## config.mk

```make
export PLATFORM = sky130hd
export DESIGN_NAME = scwd_decoder
export DESIGN_NICKNAME = d
export VERILOG_FILES = /design/src/design/scwd_pkg.sv /design/src/design/scwd_rx.sv /design/src/design/scwd_decoder.sv
export VERILOG_INCLUDE_DIRS = /design/src /design/src/design
export SDC_FILE = /design/constraint.sdc
export NUM_CORES = 1
export LEC_CHECK = 0
export ABC_CLOCK_PERIOD_IN_PS = 2450
export BUFFER_PORTS_ARGS = -buffer_cell sky130_fd_sc_hd__buf_2
export CORE_MARGIN = 2
export CORE_UTILIZATION = 58
export DETAILED_ROUTE_END_ITERATION = 10
export HOLD_SLACK_MARGIN = 0.12
export PLACE_DENSITY = 0.89
export SLEW_MARGIN = 40
export SYNTH_ARGS = -nofsm -noshare
export SYNTH_HDL_FRONTEND = slang
export SYNTH_SLANG_ARGS = --single-unit
```

## constraint.sdc

```tcl
create_clock -name i_clk -period 2.45 [get_ports i_clk]
set_clock_uncertainty 0.1 [all_clocks]
set_input_delay 0.245 -clock i_clk [delete_from_list [all_inputs] [get_ports i_clk]]
set_output_delay 0.245 -clock i_clk [all_outputs]
set_load 0.005 [all_outputs]
```

## src/design/scwd_params.svh

```systemverilog
/*
 Constants of the serial command word decoder: frame length, field positions
 and the reserved data patterns.
 Assumes it is included by bare name into the package and the design files.
*/
// Behaviour
// RL1 - A set top command bit makes the frame a readback and never a write.
// RL2 - A readback target is chosen only from the channel mask and the register-set selector.
// RL3 - Mask bit 0 selects channel 0 and mask bit 3 selects channel 3.
// RL4 - A write with a nonzero mask updates every channel whose mask bit is set.
// RL5 - A write with zero mask and zero selector updates the system control register.
// RL6 - A zero-mask write with selector 11 and all-ones data is a no-operation.
// RL7 - The host should send the no-operation when it only wants readback data clocked out.
// RL8 - The host never sends reserved codes; the device flags them.
// RL9 - A zero-mask write with selector 11 must carry all-ones data.
// RL10 - A per-channel readback sets exactly one mask bit and returns one register.
// RL11 - Status, system control and channel-function readbacks carry all-zero data.
// RL12 - A DAC readback carries the DAC address on top and zeros below.
// RL13 - Every frame is twenty-nine bits, sent most significant bit first.
// RL14 - Selector 00 is control, 01 DAC gain, 10 DAC offset, 11 DAC input data.
// RL15 - A command is decoded only after a whole frame ends with frame select high.
`ifndef SCWD_PARAMS_SVH
`define SCWD_PARAMS_SVH
`define SCWD_FRAME_BITS   29
`define SCWD_CNT_W        5
`define SCWD_RW_POS       28
`define SCWD_MASK_HI      27
`define SCWD_MASK_LO      24
`define SCWD_SEL_HI       23
`define SCWD_SEL_LO       22
`define SCWD_DATA_HI      21
`define SCWD_DATA_W       22
`define SCWD_DAC_ADDR_W   6
`define SCWD_DATA_ONES    22'h3fffff
`define SCWD_DATA_ZERO    22'h000000
`define SCWD_SYNC_IDLE    3'h7
`endif

```

## src/design/scwd_pkg.sv

```systemverilog
/*
 Types of the serial command word decoder.
 Assumes scwd_params.svh is on the include path.
*/
`include "scwd_params.svh"
package scwd_pkg;
   // Register-set selector codes.
   typedef enum logic [1:0]
   {
      SCWD_SEL_CTRL   = 2'h0,
      SCWD_SEL_GAIN   = 2'h1,
      SCWD_SEL_OFFSET = 2'h2,
      SCWD_SEL_INPUT  = 2'h3
   } scwd_sel_e;
   // Decoded action of one frame.
   typedef enum logic [3:0]
   {
      SCWD_ACT_NONE      = 4'h0,
      SCWD_ACT_WR_SYSCTL = 4'h1,
      SCWD_ACT_WR_CHAN   = 4'h2,
      SCWD_ACT_NOP       = 4'h3,
      SCWD_ACT_RD_SYSCTL = 4'h4,
      SCWD_ACT_RD_COMP   = 4'h5,
      SCWD_ACT_RD_ALARM  = 4'h6,
      SCWD_ACT_RD_CHAN   = 4'h7,
      SCWD_ACT_RESERVED  = 4'h8
   } scwd_act_e;
   // Frame receiver state.
   typedef struct packed
   {
      logic [2:0]  clk_sync;
      logic [2:0]  sel_sync;
      logic [1:0]  din_sync;
      logic [28:0] shift;
      logic [4:0]  count;
      logic        overrun;
      logic        frame_ok;
      logic        frame_bad;
      logic [28:0] word;
   } scwd_rx_s;
   // Decoder state.
   typedef struct packed
   {
      logic        valid;
      scwd_act_e   act;
      logic        rd;
      logic [3:0]  mask;
      scwd_sel_e   sel;
      logic [21:0] data;
      logic        reserved;
      logic        dropped;
   } scwd_dec_s;
endpackage

```

## src/design/scwd_rx.sv

```systemverilog
/*
 Frame receiver: samples the serial clock, frame select and data pins on the
 system clock and delivers a full 29-bit word when frame select rises.
 Assumes the serial clock is several system clocks per half period.
*/
`timescale 1ns/1ps
`default_nettype none
`include "scwd_params.svh"
module scwd_rx
   import scwd_pkg::*;
(
   input  wire logic        i_clk,
   input  wire logic        i_rst_b,
   input  wire logic        i_sclk,
   input  wire logic        i_sync_b,
   input  wire logic        i_sdi,
   output logic             o_frame_ok,
   output logic             o_frame_bad,
   output logic [28:0]      o_word
);
   scwd_rx_s state;
   scwd_rx_s next_state;

   ////////////////////////////////////////////////////////////////////////////
   // Shift on falling serial clock edges while frame select is low, MSB first.
   always_comb
   begin
      next_state = state;
      next_state.clk_sync = {state.clk_sync[1:0], i_sclk};
      next_state.sel_sync = {state.sel_sync[1:0], i_sync_b};
      next_state.din_sync = {state.din_sync[0], i_sdi};
      next_state.frame_ok = 1'b0;
      next_state.frame_bad = 1'b0;
      if (!state.sel_sync[2] && state.clk_sync[2] && !state.clk_sync[1] && !state.sel_sync[1])
      begin
         next_state.shift = {state.shift[27:0], state.din_sync[1]}; // RL13
         if (state.count == 5'(`SCWD_FRAME_BITS))
            next_state.overrun = 1'b1;
         else
            next_state.count = state.count + 5'h01;
      end
      if (!state.sel_sync[2] && state.sel_sync[1])
      begin
         // Only an exact-length frame is delivered; others are discarded.
         if (state.count == 5'(`SCWD_FRAME_BITS) && !state.overrun) // RL15
         begin
            next_state.frame_ok = 1'b1;
            next_state.word = state.shift;
         end
         else
            next_state.frame_bad = 1'b1;
         next_state.count = 5'h00;
         next_state.overrun = 1'b0;
      end
   end

   // State register.
   always_ff @(posedge i_clk)
   begin
      if (!i_rst_b)
      begin
         state <= '0;
         // The clock and frame-select synchronisers start at the idle pin level so that no false edge follows reset.
         state.clk_sync <= `SCWD_SYNC_IDLE;
         state.sel_sync <= `SCWD_SYNC_IDLE;
      end
      else
         state <= next_state;
   end

   assign o_frame_ok = state.frame_ok;
   assign o_frame_bad = state.frame_bad;
   assign o_word = state.word;
endmodule
`default_nettype wire

```

## src/design/scwd_decoder.sv

```systemverilog
/*
 Serial command word decoder: receives 29-bit command frames and classifies
 each into a system control write, a multi-channel write, a no-operation,
 a readback of one register, or a reserved code.
 Assumes the host keeps to the frame format; outputs are one-cycle strobes
 with fields held until the next complete frame.
*/
`timescale 1ns/1ps
`default_nettype none
`include "scwd_params.svh"
module scwd_decoder
   import scwd_pkg::*;
(
   input  wire logic        i_clk,
   input  wire logic        i_rst_b,
   input  wire logic        i_sclk,
   input  wire logic        i_sync_b,
   input  wire logic        i_sdi,
   output logic             o_cmd_valid,
   output scwd_act_e        o_cmd_action,
   output logic             o_cmd_read,
   output logic [3:0]       o_chan_mask,
   output scwd_sel_e        o_reg_set,
   output logic [21:0]      o_data,
   output logic             o_reserved,
   output logic             o_frame_dropped
);
   scwd_dec_s   state;
   scwd_dec_s   next_state;
   logic        frame_ok;
   logic        frame_bad;
   logic [28:0] word;

   ////////////////////////////////////////////////////////////////////////////
   // Frame receiver.
   scwd_rx u_rx
   (
      .i_clk       (i_clk),
      .i_rst_b     (i_rst_b),
      .i_sclk      (i_sclk),
      .i_sync_b    (i_sync_b),
      .i_sdi       (i_sdi),
      .o_frame_ok  (frame_ok),
      .o_frame_bad (frame_bad),
      .o_word      (word)
   );

   ////////////////////////////////////////////////////////////////////////////
   // True when exactly one mask bit is set.
   function automatic logic one_hot(input logic [3:0] m);
      one_hot = (m == 4'h1) || (m == 4'h2) || (m == 4'h4) || (m == 4'h8);
   endfunction

   // Classifies one command word.
   function automatic scwd_act_e classify(input logic [28:0] w);
      logic        rd;
      logic [3:0]  mask;
      scwd_sel_e   sel;
      logic [21:0] data;
      rd = w[`SCWD_RW_POS];
      mask = w[`SCWD_MASK_HI:`SCWD_MASK_LO]; // RL3
      sel = scwd_sel_e'(w[`SCWD_SEL_HI:`SCWD_SEL_LO]); // RL14
      data = w[`SCWD_DATA_HI:0];
      classify = SCWD_ACT_RESERVED; // RL8
      if (!rd)
      begin
         if (mask != 4'h0)
            classify = SCWD_ACT_WR_CHAN; // RL4
         else
         begin
            case (sel)
               SCWD_SEL_CTRL:  classify = SCWD_ACT_WR_SYSCTL; // RL5
               SCWD_SEL_INPUT:
                  if (data == `SCWD_DATA_ONES)
                     classify = SCWD_ACT_NOP; // RL6
               default:        classify = SCWD_ACT_RESERVED;
            endcase
         end
      end
      else
      begin
         // Readback target follows from mask and selector alone.
         if (mask == 4'h0) // RL2
         begin
            case (sel)
               SCWD_SEL_CTRL:   classify = SCWD_ACT_RD_SYSCTL;
               SCWD_SEL_GAIN:   classify = SCWD_ACT_RD_COMP;
               SCWD_SEL_INPUT:  classify = SCWD_ACT_RD_ALARM;
               default:         classify = SCWD_ACT_RESERVED;
            endcase
         end
         else if (one_hot(mask))
            classify = SCWD_ACT_RD_CHAN; // RL10
      end
   endfunction

   ////////////////////////////////////////////////////////////////////////////
   // Latch the fields and the action of each complete frame.
   always_comb
   begin
      next_state = state;
      next_state.valid = 1'b0;
      next_state.dropped = frame_bad; // RL15
      if (frame_ok)
      begin
         next_state.valid = 1'b1;
         next_state.act = classify(word);
         next_state.rd = word[`SCWD_RW_POS]; // RL1
         next_state.mask = word[`SCWD_MASK_HI:`SCWD_MASK_LO];
         next_state.sel = scwd_sel_e'(word[`SCWD_SEL_HI:`SCWD_SEL_LO]);
         next_state.data = word[`SCWD_DATA_HI:0];
         next_state.reserved = (classify(word) == SCWD_ACT_RESERVED);
      end
   end

   // State register.
   always_ff @(posedge i_clk)
   begin
      if (!i_rst_b)
         state <= '0;
      else
         state <= next_state;
   end

   assign o_cmd_valid = state.valid;
   assign o_cmd_action = state.act;
   assign o_cmd_read = state.rd;
   assign o_chan_mask = state.mask;
   assign o_reg_set = state.sel;
   assign o_data = state.data;
   assign o_reserved = state.reserved;
   assign o_frame_dropped = state.dropped;
endmodule
`default_nettype wire

```

==> Word level (Yosys, flattened, before mapping) <==
Index checks and enable logic that the tools add are counted.
{ "op_classes": {"eq_ne": 9, "muxes": 11, "bitwise": 2, "n_reduce_logical": 20, "add_sub_neg": 1} }
{ "op_table": {"columns": ["cell", "n"], "rows": [
  ["35-bit two-way mux", 1],
  ["4-bit two-way mux", 6],
  ["22-bit == test (second input constant)", 1],
  ["4-bit case mux with 3 select lines", 1],
  ["4-bit == test (second input constant)", 2],
  ["4-bit case mux with 2 select lines", 1],
  ["2-bit AND reduction", 4],
  ["5-bit by 1-bit adder with 5-bit output (second input constant)", 1],
  ["5-bit == test (second input constant)", 1],
  ["1-bit logical AND", 5],
  ["4-bit by 1-bit == test with 1-bit output (second input constant)", 1],
  ["4-bit by 2-bit == test with 1-bit output (second input constant)", 1],
  ["4-bit by 3-bit == test with 1-bit output (second input constant)", 1],
  ["1-bit zero test", 4],
  ["4-bit zero test", 1],
  ["4-bit nonzero test", 1],
  ["1-bit logical OR", 3],
  ["2-bit by 1-bit == test with 1-bit output (second input constant)", 1],
  ["2-bit == test (second input constant)", 1],
  ["2-bit zero test", 1],
  ["1-bit two-way mux", 2],
  ["1-bit inverter", 2],
  ["2-bit OR reduction", 1]
]} }
{ "word_totals": {"regBits": 110, "word_cells": 60, "output_inout_bits": 36, "in_bits": 5} }

==> Longest topological paths before layout <==
Gate-level depths: netlist of the first run.
{ "depth": {"word_depth": 10, "mapped_depth": 8, "ltp_nobuf": 7} }

==> By module <==
From an unflattened synthesis of the first run, not the netlist that was laid out.
{ "hier_totals": {"cells_unflattened": 491, "area_unflattened_um2": 4480.5} }
{ "by_module_without_submodules": {"columns": ["module", "area_each_um2", "cells_each", "seq_area_each_um2", "instances"], "rows": [
  ["scwd_rx", 2991.6, 338, 1481.4, 1],
  ["scwd_decoder", 1488.9, 153, 720.7, 1]
]} }

==> Worst setup path after synthesis of the first run <==
OpenSTA, ideal clock, no wires.
{ "synth_timing": {"kind": "flip-flop to flip-flop", "from": "reg u_rx.state (netlist bit u_rx.o_word[22])", "to": "reg state (netlist bit o_reserved)", "arrival_ns": 1.715, "n_path_buf": 0, "setup_ns": 0.116, "stages_incl_launch_ff": 7, "setup_slack_ns": 0.519, "cell_sequence": "dfxtp_1 ha_1 nand4_1 or4_4 nor3_1 o31ai_1 a41o_1"} }
{ "synth_between": {"elab_chain_cells": 6, "elab_cells_between_ends": 10, "cone_classes": "3 x eq/ne; 6 x mux; 1 x reduce/logical"} }
{ "synth_lines": {"columns": ["item", "line_no", "text"], "rows": [
  ["start: declaration", "scwd_rx.sv:21", "scwd_rx_s state;"],
  ["start signal: assignment", "scwd_rx.sv:68", "state <= next_state;"],
  ["2-bit == test (tied with other cells)", "scwd_decoder.sv:71, scwd_decoder.sv:85", null],
  ["4-bit case mux with 3 select lines / 4-bit case mux with 2 select lines (equally long branches)", "scwd_decoder.sv:85, scwd_decoder.sv:71", null],
  ["4-bit two-way mux, on equally long branches", "scwd_decoder.sv:83, scwd_decoder.sv:67", null],
  ["4-bit two-way mux *", "scwd_decoder.sv:65", "if (!rd)"],
  ["4-bit two-way mux *", "scwd_decoder.sv:104", "if (frame_ok)"],
  ["4-bit == test *", "scwd_decoder.sv:112", "next_state.reserved = (classify(word) == SCWD_ACT_RESERVED);"],
  ["end signal: assignment", "scwd_decoder.sv:122", "state <= next_state;"],
  ["end: declaration", "scwd_decoder.sv:28", "scwd_dec_s state;"]
]} }
Mark *: on every way between the ends. The rest lies on a longest branch, timed or not. The select of a mux whose other input is x is not followed.
A chain may end at the register's enable or synchronous reset.

==> Worst setup path after layout of the first run <==
{ "layout_timing": {"from": "reg u_rx.state (netlist bit u_rx.o_word[23])", "to": "reg state (netlist bit o_reserved)"} }
The elaborated chain is that of the path after synthesis.

==> results of run 1 <==
kinds of logic (layout without fill, tap and decap cells):
group	count (synthesis)	in the layout	share of synthesized area, %
compound gates	79	79	10.9
xor+xnor	5	5	1.07
fa+ha+maj	7	7	2.15
flops	110	110	54.0
buf+inv	39	75	4.14
simple gates	196	196	20.7
mux	29	29	7.11
repair_timing:
action / 4_1_cts / 5_1_grt
hold buffers: 6 / 0
setup buffers: 0 / 0
endpoints found under the hold margin: 7 / 0
metal layers:
metal / track usage [%] / routed length (microns)
met2: 35.0 / 3770
met5: 0 / 0
met3: 3.68 / 273
met1: 27.0 / 3710
met4: 11.2 / 166
final timing paths:
check	startpoint	end	slack (ns)
setup / recovery	u_rx.o_word[23]	o_reserved	0.28
hold / removal	u_rx.next_state[72]	u_rx.next_state[73]	0.31
setup reg to reg	u_rx.o_word[23]	o_reserved	0.28
hold reg to reg	u_rx.next_state[72]	u_rx.next_state[73]	0.31
stage by stage:
step	total power [mW]	utilization [%]	hold WS [ns]	worst slack, ns	cells
detailed placement	1.88	63.8	0.293	0.330	576
floorplan	1.86	-	0.218	0.519	465
global route	3.02	67.6	0.345	0.160	597
finish	2.93	67.6	0.315	0.281	597
CTS	2.94	67.6	0.317	0.306	597
global placement	1.88	63.8	0.288	0.409	576
worst register-to-register path: cells and delay by family, from the launching register on:
kind	cells	cell delay [ns]
compound gates	2	0.34
simple gates	3	0.96
flops	1	0.44
fa+ha+maj	1	0.24
power by group:
part	switching (mW)	internal [mW]
combinational	0.0315	0.0161
clock	0.610	0.474
sequential	0.00243	1.79
layout make-up:
cell class,count,area share (%)
Sequential cell,110,48.0
Multi-Input combinational cell,316,37.5
Timing Repair Buffer,53,7.09
Clock buffer,9,2.70
Tap cell,96,2.62
Clock inverter,6,1.53
Inverter,7,0.572
registers in the layout, summed over array words and instances, names as in the netlist:
register	flops
o_chan_mask	4
o_cmd_action	4
o_cmd_read	1
o_cmd_valid	1
o_data	22
o_frame_dropped	1
o_reg_set	2
o_reserved	1
u_rx.next_state	5
u_rx.o_frame_bad	1
u_rx.o_frame_ok	1
u_rx.o_word	29
u_rx.state	38
synth_stat cells (all sizes together) (4+ instances only):
cell and instances:
a211oi 4, a21oi 63, and2 4, buf 9
clkbuf 23, dfxtp 110, ha 7, inv 7
mux2i 29, nand2 118, nand2b 8, nand4 8
nor2 43, nor3 5, o21ai 4
==> out/metrics.yaml, run 1 <==
ys_seq_area_share_pct: 54.0
core-area_sq_mm: 0.00679
powerDensity_mw_per_mm2: 637
grt.total_usage_pct: 21.3
ys_async_sr_fraction_pct: 0
start_kind: "flip-flop"
cts_buffer_depth: 2
path_cells: "ha_1 -> nand4_1 -> or4_4 -> nor3_1 -> o31ai_1 -> a41o_1"
end_kind: "flip-flop"
layout_common_cells: "118 x nand2_1, 109 x dfxtp_1, 61 x a21oi_1, 42 x nor2_1, 40 x buf_2"
synth.distinct_cells: 40
place_area_sq_mm: 0.00434
fin_area_sq_mm: 0.00459
timing.setup.tns_ns: 0
reg2reg_depth: 6
root_buffer: "clkbuf_8"
synth_edf_count: 0
portBuffers: 40
avgRoutedWirePerCell_microns: 13.3
syn_to_final_growth_pct: 12.5
hold-path-cell-count: 1
drt-total-wl_microns: 7930
syn_area_per_cell_sq_um: 8.78
antenna_found_initial: 0
dieArea_sq_mm: 0.00772
syn-cell-area_sq_mm: 0.00408
drtIter0Drc: 210
drive_above_1_share_pct: 14.8
irDropWorstVdd_uv: 398
drtPass1Iterations: 7
hold_viol: 0
numCtsBuffers: 9
dpl.hpwl_microns: 5220
maxSlewViolCount: 0
worstPathRequired_ns: 2.63
dieHeight_microns: 87.9
grt_overflow: 0
num-fill-cells: 542
post-route-drc-count: 0
arrival_ns: 2.35
tightest_slew_ns: 0.557
start_util_pct: 60.1
ys_top_cells_by_area: "dfxtp_1 54%, nand2_1 11%, a21oi_1 7.5%"
worstSetupPathType: "reg2reg"
rows: 30
num_io_pins: 41
slew_headroom_pct: 62.8
hp-class: "reg2reg"
ff_latch_area_sq_mm: 0.00220
crit_fanout: 6
viasPerCell: 5.34
p_leak_nw: 1.66
num_vias: 3189
multiInputGateArea_sq_mm: 0.00172
synth_cells: 465
synth_ff_type: "dfxtp_1"
cts_num_sinks: 110
htreeDepth: 3
slowest_delay_ns: 0.58
grt_max_degree: 62
crit_buf_inv: 0
fmax_mhz: 461
path_depth: 6
grt_pass1_vias: 2931
ant_nets: 0
globalplace.congestion: 0.792
finalCriticalPeriod_ns: 2.17
synth_seq_cells: 110
period_share_pct: 88.5
synth_nets: 477
cts_tree: "yes"
cp_top_family: "simple AND/OR/NAND/NOR gates"
synth_largest_area_cell: "dfxtp_1"
clkTransAtPathRegs_ns: 0.10
yosysTopAreaCellShare_pct: 54.0
die_x_microns: 87.9
crit_slowest_cell: "or4_4"
cap_viol_max_count: 0
yosysWarnings: 0
final_common_cell: "nand2_1"
rsz0062_at_grt: "no"
grt_pass1_wl_microns: 13100
clkLatencyLatePin_ns: 0.38
status: "finished, final reports clean"
setup_viol: 0
post_cts_resized: 0
fin_nets: 509
antenna_cells: 0
Note: power is estimated with default switching activity, not from simulation.
==> run 2, diff against run 1 <==
--- a/config.mk
+++ b/config.mk
@@ -6,6 +6,7 @@
 export SDC_FILE = /design/constraint.sdc
 export NUM_CORES = 1
 export LEC_CHECK = 0
+export ABC_AREA = 1
 export ABC_CLOCK_PERIOD_IN_PS = 2450
 export BUFFER_PORTS_ARGS = -buffer_cell sky130_fd_sc_hd__buf_2
 export CORE_MARGIN = 2
==> run 2 against run 1 <==
Final cell count rose by 6.2%. Core utilization fell by 0.74 points. Die area rose by 0.44%. Worst hold slack improved by 0.0066 ns. Area after synthesis rose by 0.46%. Wire length fell by 2.4%. Register-to-register slack improved by 0.34 ns. Sequential share of layout area rose by 0.24 points. Global-route usage rose by 0.40 points. Flip-flop and latch count did not move. Via count rose by 4.5%. Critical path depth did not move. Largest power group unchanged. Highest routed layer unchanged.
==> out/metrics.yaml, run 2 <==
synth_most_common_cell: "dfxtp_1"
die_x_microns: 88.1  # +0.22%
hold-path-cell-count: 1  # unchanged
maxSlewViolCount: 0  # unchanged
syn_to_final_growth_pct: 11.4
worstSetupPathType: "reg2reg"
cap_viol_max_count: 0  # unchanged
final_common_cell: "dfxtp_1"
synth_ff_type: "dfxtp_1"
wl_met3_microns: 354  # +30%
num_vias: 3333  # +4.5%
grt_overflow: 0  # unchanged
hold_viol: 0  # unchanged
drtIter0Drc: 224  # +6.7%
synth.distinct_cells: 29  # -28%
crit_slowest_cell: "dfxtp_1"
drive_above_1_share_pct: 15.6  # +0.84 points
dieArea_sq_mm: 0.00776  # +0.44%
layout_common_cells: "110 x dfxtp_1, 86 x nor2_1, 67 x o21ai_0, 57 x a21oi_1, 43 x inv_1"
finalPower_mw: 3.01  # +2.7%
worstPathRequired_ns: 2.58  # -0.05 ns
root_buffer: "clkbuf_8"
fin_nets: 545  # +7.1%
wl_met1_microns: 3420  # -7.8%
cts_buffer_depth: 2  # unchanged
post-route-drc-count: 0  # unchanged
dpl.hpwl_microns: 5060  # -3.0%
dieHeight_microns: 88.1  # +0.22%
hold_end: "u_rx.next_state[73]"
ys_top_cells_by_area: "dfxtp_1 54%, o21ai_0 8.2%, nor2_1 7.9%"
grt.total_usage_pct: 21.7  # +0.40 points
htreeDepth: 3  # unchanged
globalplace.congestion: 0.808  # +2.0%
place_area_sq_mm: 0.00431  # -0.66%
irDropWorstVdd_uv: 320  # -20%
p_leak_nw: 1.91  # +15%
synth_seq_cells: 110  # unchanged
num-fill-cells: 546  # +0.74%
path_cells: "ha_1 -> nand3_2 -> nor2_4 -> nand2_4 -> o21ai_1 -> a21oi_1"
crit_fanout: 55  # +49
status: "finished, final reports clean"
clkLatencyLatePin_ns: 0.37  # about the same
yosysTopAreaCellShare_pct: 53.7  # -0.25 points
syn-cell-area_sq_mm: 0.00410  # +0.46%
grt_max_degree: 79  # +27%
worst_r2r_endpoint: "u_rx.o_word[5]"
viasPerCell: 5.26  # -1.6%
synth_nets: 515  # +8.0%
syn_area_per_cell_sq_um: 8.15  # -7.1%
core-area_sq_mm: 0.00683  # +0.55%
slew_headroom_pct: 64.9  # +2.1 points
synth_cells: 503  # +8.2%
fin_area_sq_mm: 0.00457  # -0.55%
largest_register: "u_rx.state"
portBuffers: 40  # unchanged
numCtsBuffers: 9  # unchanged
met2WireLength_microns: 3860  # +2.2%
r2r_slack_ns: 0.62  # +0.34 ns
period_share_pct: 74.6  # -14 points
setup_viol: 0  # unchanged
post_cts_buffers: 0  # unchanged
drtPass1Iterations: 5  # -2
arrival_ns: 1.96  # -0.39 ns
final_cells: 634  # +6.2%
cts_num_sinks: 110  # unchanged
rr_startpoint: "u_rx.state[32]"
yosys-top-cells-count: "110 x dfxtp_1, 86 x nor2_1, 67 x o21ai_0, 57 x a21oi_1, 43 x inv_1"
rsz0062_at_grt: "no"
ys_seq_area_share_pct: 53.7  # -0.25 points
grt_pass1_vias: 3194  # +9.0%
clkTransAtPathRegs_ns: 0.09  # about the same
highest_layer: "met4"
start_kind: "flip-flop"
largest_reg_flops: 38  # unchanged
rows: 30  # unchanged
yosysWarnings: 0  # unchanged
powerDensity_mw_per_mm2: 659  # +3.3%
antenna_cells: 0  # unchanged
num_io_pins: 41  # unchanged
hp-start: "u_rx.next_state[72]"
slowest_delay_ns: 0.41  # -0.17 ns
hp-class: "reg2reg"
ant_nets: 0  # unchanged
fmax_mhz: 547  # +19%
synth_edf_count: 0  # unchanged
reg2reg_depth: 6  # unchanged
timing.setup.tns_ns: 0  # unchanged
avgRoutedWirePerCell_microns: 12.2  # -8.1%
antenna_found_initial: 0  # unchanged
drt-total-wl_microns: 7740  # -2.4%
end_kind: "flip-flop"
ys_async_sr_fraction_pct: 0  # unchanged
tightest_slew_ns: 0.527  # -0.0306 ns
placed_cells: 614  # +6.6%
synth_largest_area_cell: "dfxtp_1"
cts_tree: "yes"
start_util_pct: 60.0  # about the same
finalCriticalPeriod_ns: 1.83  # -0.341 ns
grt_pass1_wl_microns: 13300  # +2.0%
[run 2: layer usage]
layer | vias up | track usage, %
met5 | - | 0
li1 | 1688 | -
met1 | 1552 | 25.1
met4 | 0 | 9.23
met3 | 12 | 5.28
met2 | 81 | 38.4
[run 2: cell type report]
cell class / instances / area [sq um] / area share (%)
clock buffer: 12 / 165 / 3.62
timing repair buffer: 48 / 283 / 6.19
multi-input combinational: 317 / 1570 / 34.3
sequential: 110 / 2200 / 48.2
tap: 96 / 120 / 2.63
inverter: 47 / 176 / 3.86
clock inverter: 4 / 52.6 / 1.15
[run 2: cells by family after synthesis]
group / share of synthesized area [%]
compound gates: 18.8
xor+xnor: 0.214
fa+ha+maj: 2.14
buf+inv: 8.09
flops: 53.7
simple gates: 17.1
[run 2: stage by stage]
| stage | hold slack, ns | util, % | worst slack [ns] |
|---|---|---|---|
| after global placement | 0.299 | 63.1 | 0.755 |
| after global routing | 0.340 | 66.8 | 0.426 |
| final | 0.321 | 66.8 | 0.622 |
| after detailed placement | 0.298 | 63.1 | 0.627 |
| after CTS | 0.321 | 66.8 | 0.617 |
| after floorplan | 0.243 | - | 0.973 |
[run 2: critical path: cells and delay by family (launching register included)]
family                   cells  cell delay (ns)
AND/OR/NAND/NOR              3             0.63
flip-flops                   1             0.41
AO/OA/AOI/OAI                2             0.35
adder cells (fa/ha/maj)      1             0.20
[run 2: power breakdown]
part	internal [mW]	total, mW	switching (mW)
sequential	1.79	1.79	0.00188
clock	0.560	1.15	0.586
combinational	0.0243	0.0658	0.0415
[run 2: what timing repair did]
item	in CTS	in global routing
hold buffers	4	0
gates resized for setup	0	0
endpoints found under the hold margin	4	0
[run 2: how the worst max path moves through the flow]
stage | start | endpoint | cells after the start
after global placement | u_rx.state[32] | u_rx.o_word[0] | 6
final | u_rx.state[32] | u_rx.o_word[5] | 6
after floorplan | u_rx.o_word[22] | o_cmd_action[3] | 11
after CTS | u_rx.state[32] | u_rx.o_word[5] | 6
after detailed placement | u_rx.state[32] | u_rx.o_word[0] | 6
after global routing | u_rx.state[32] | u_rx.o_word[5] | 6
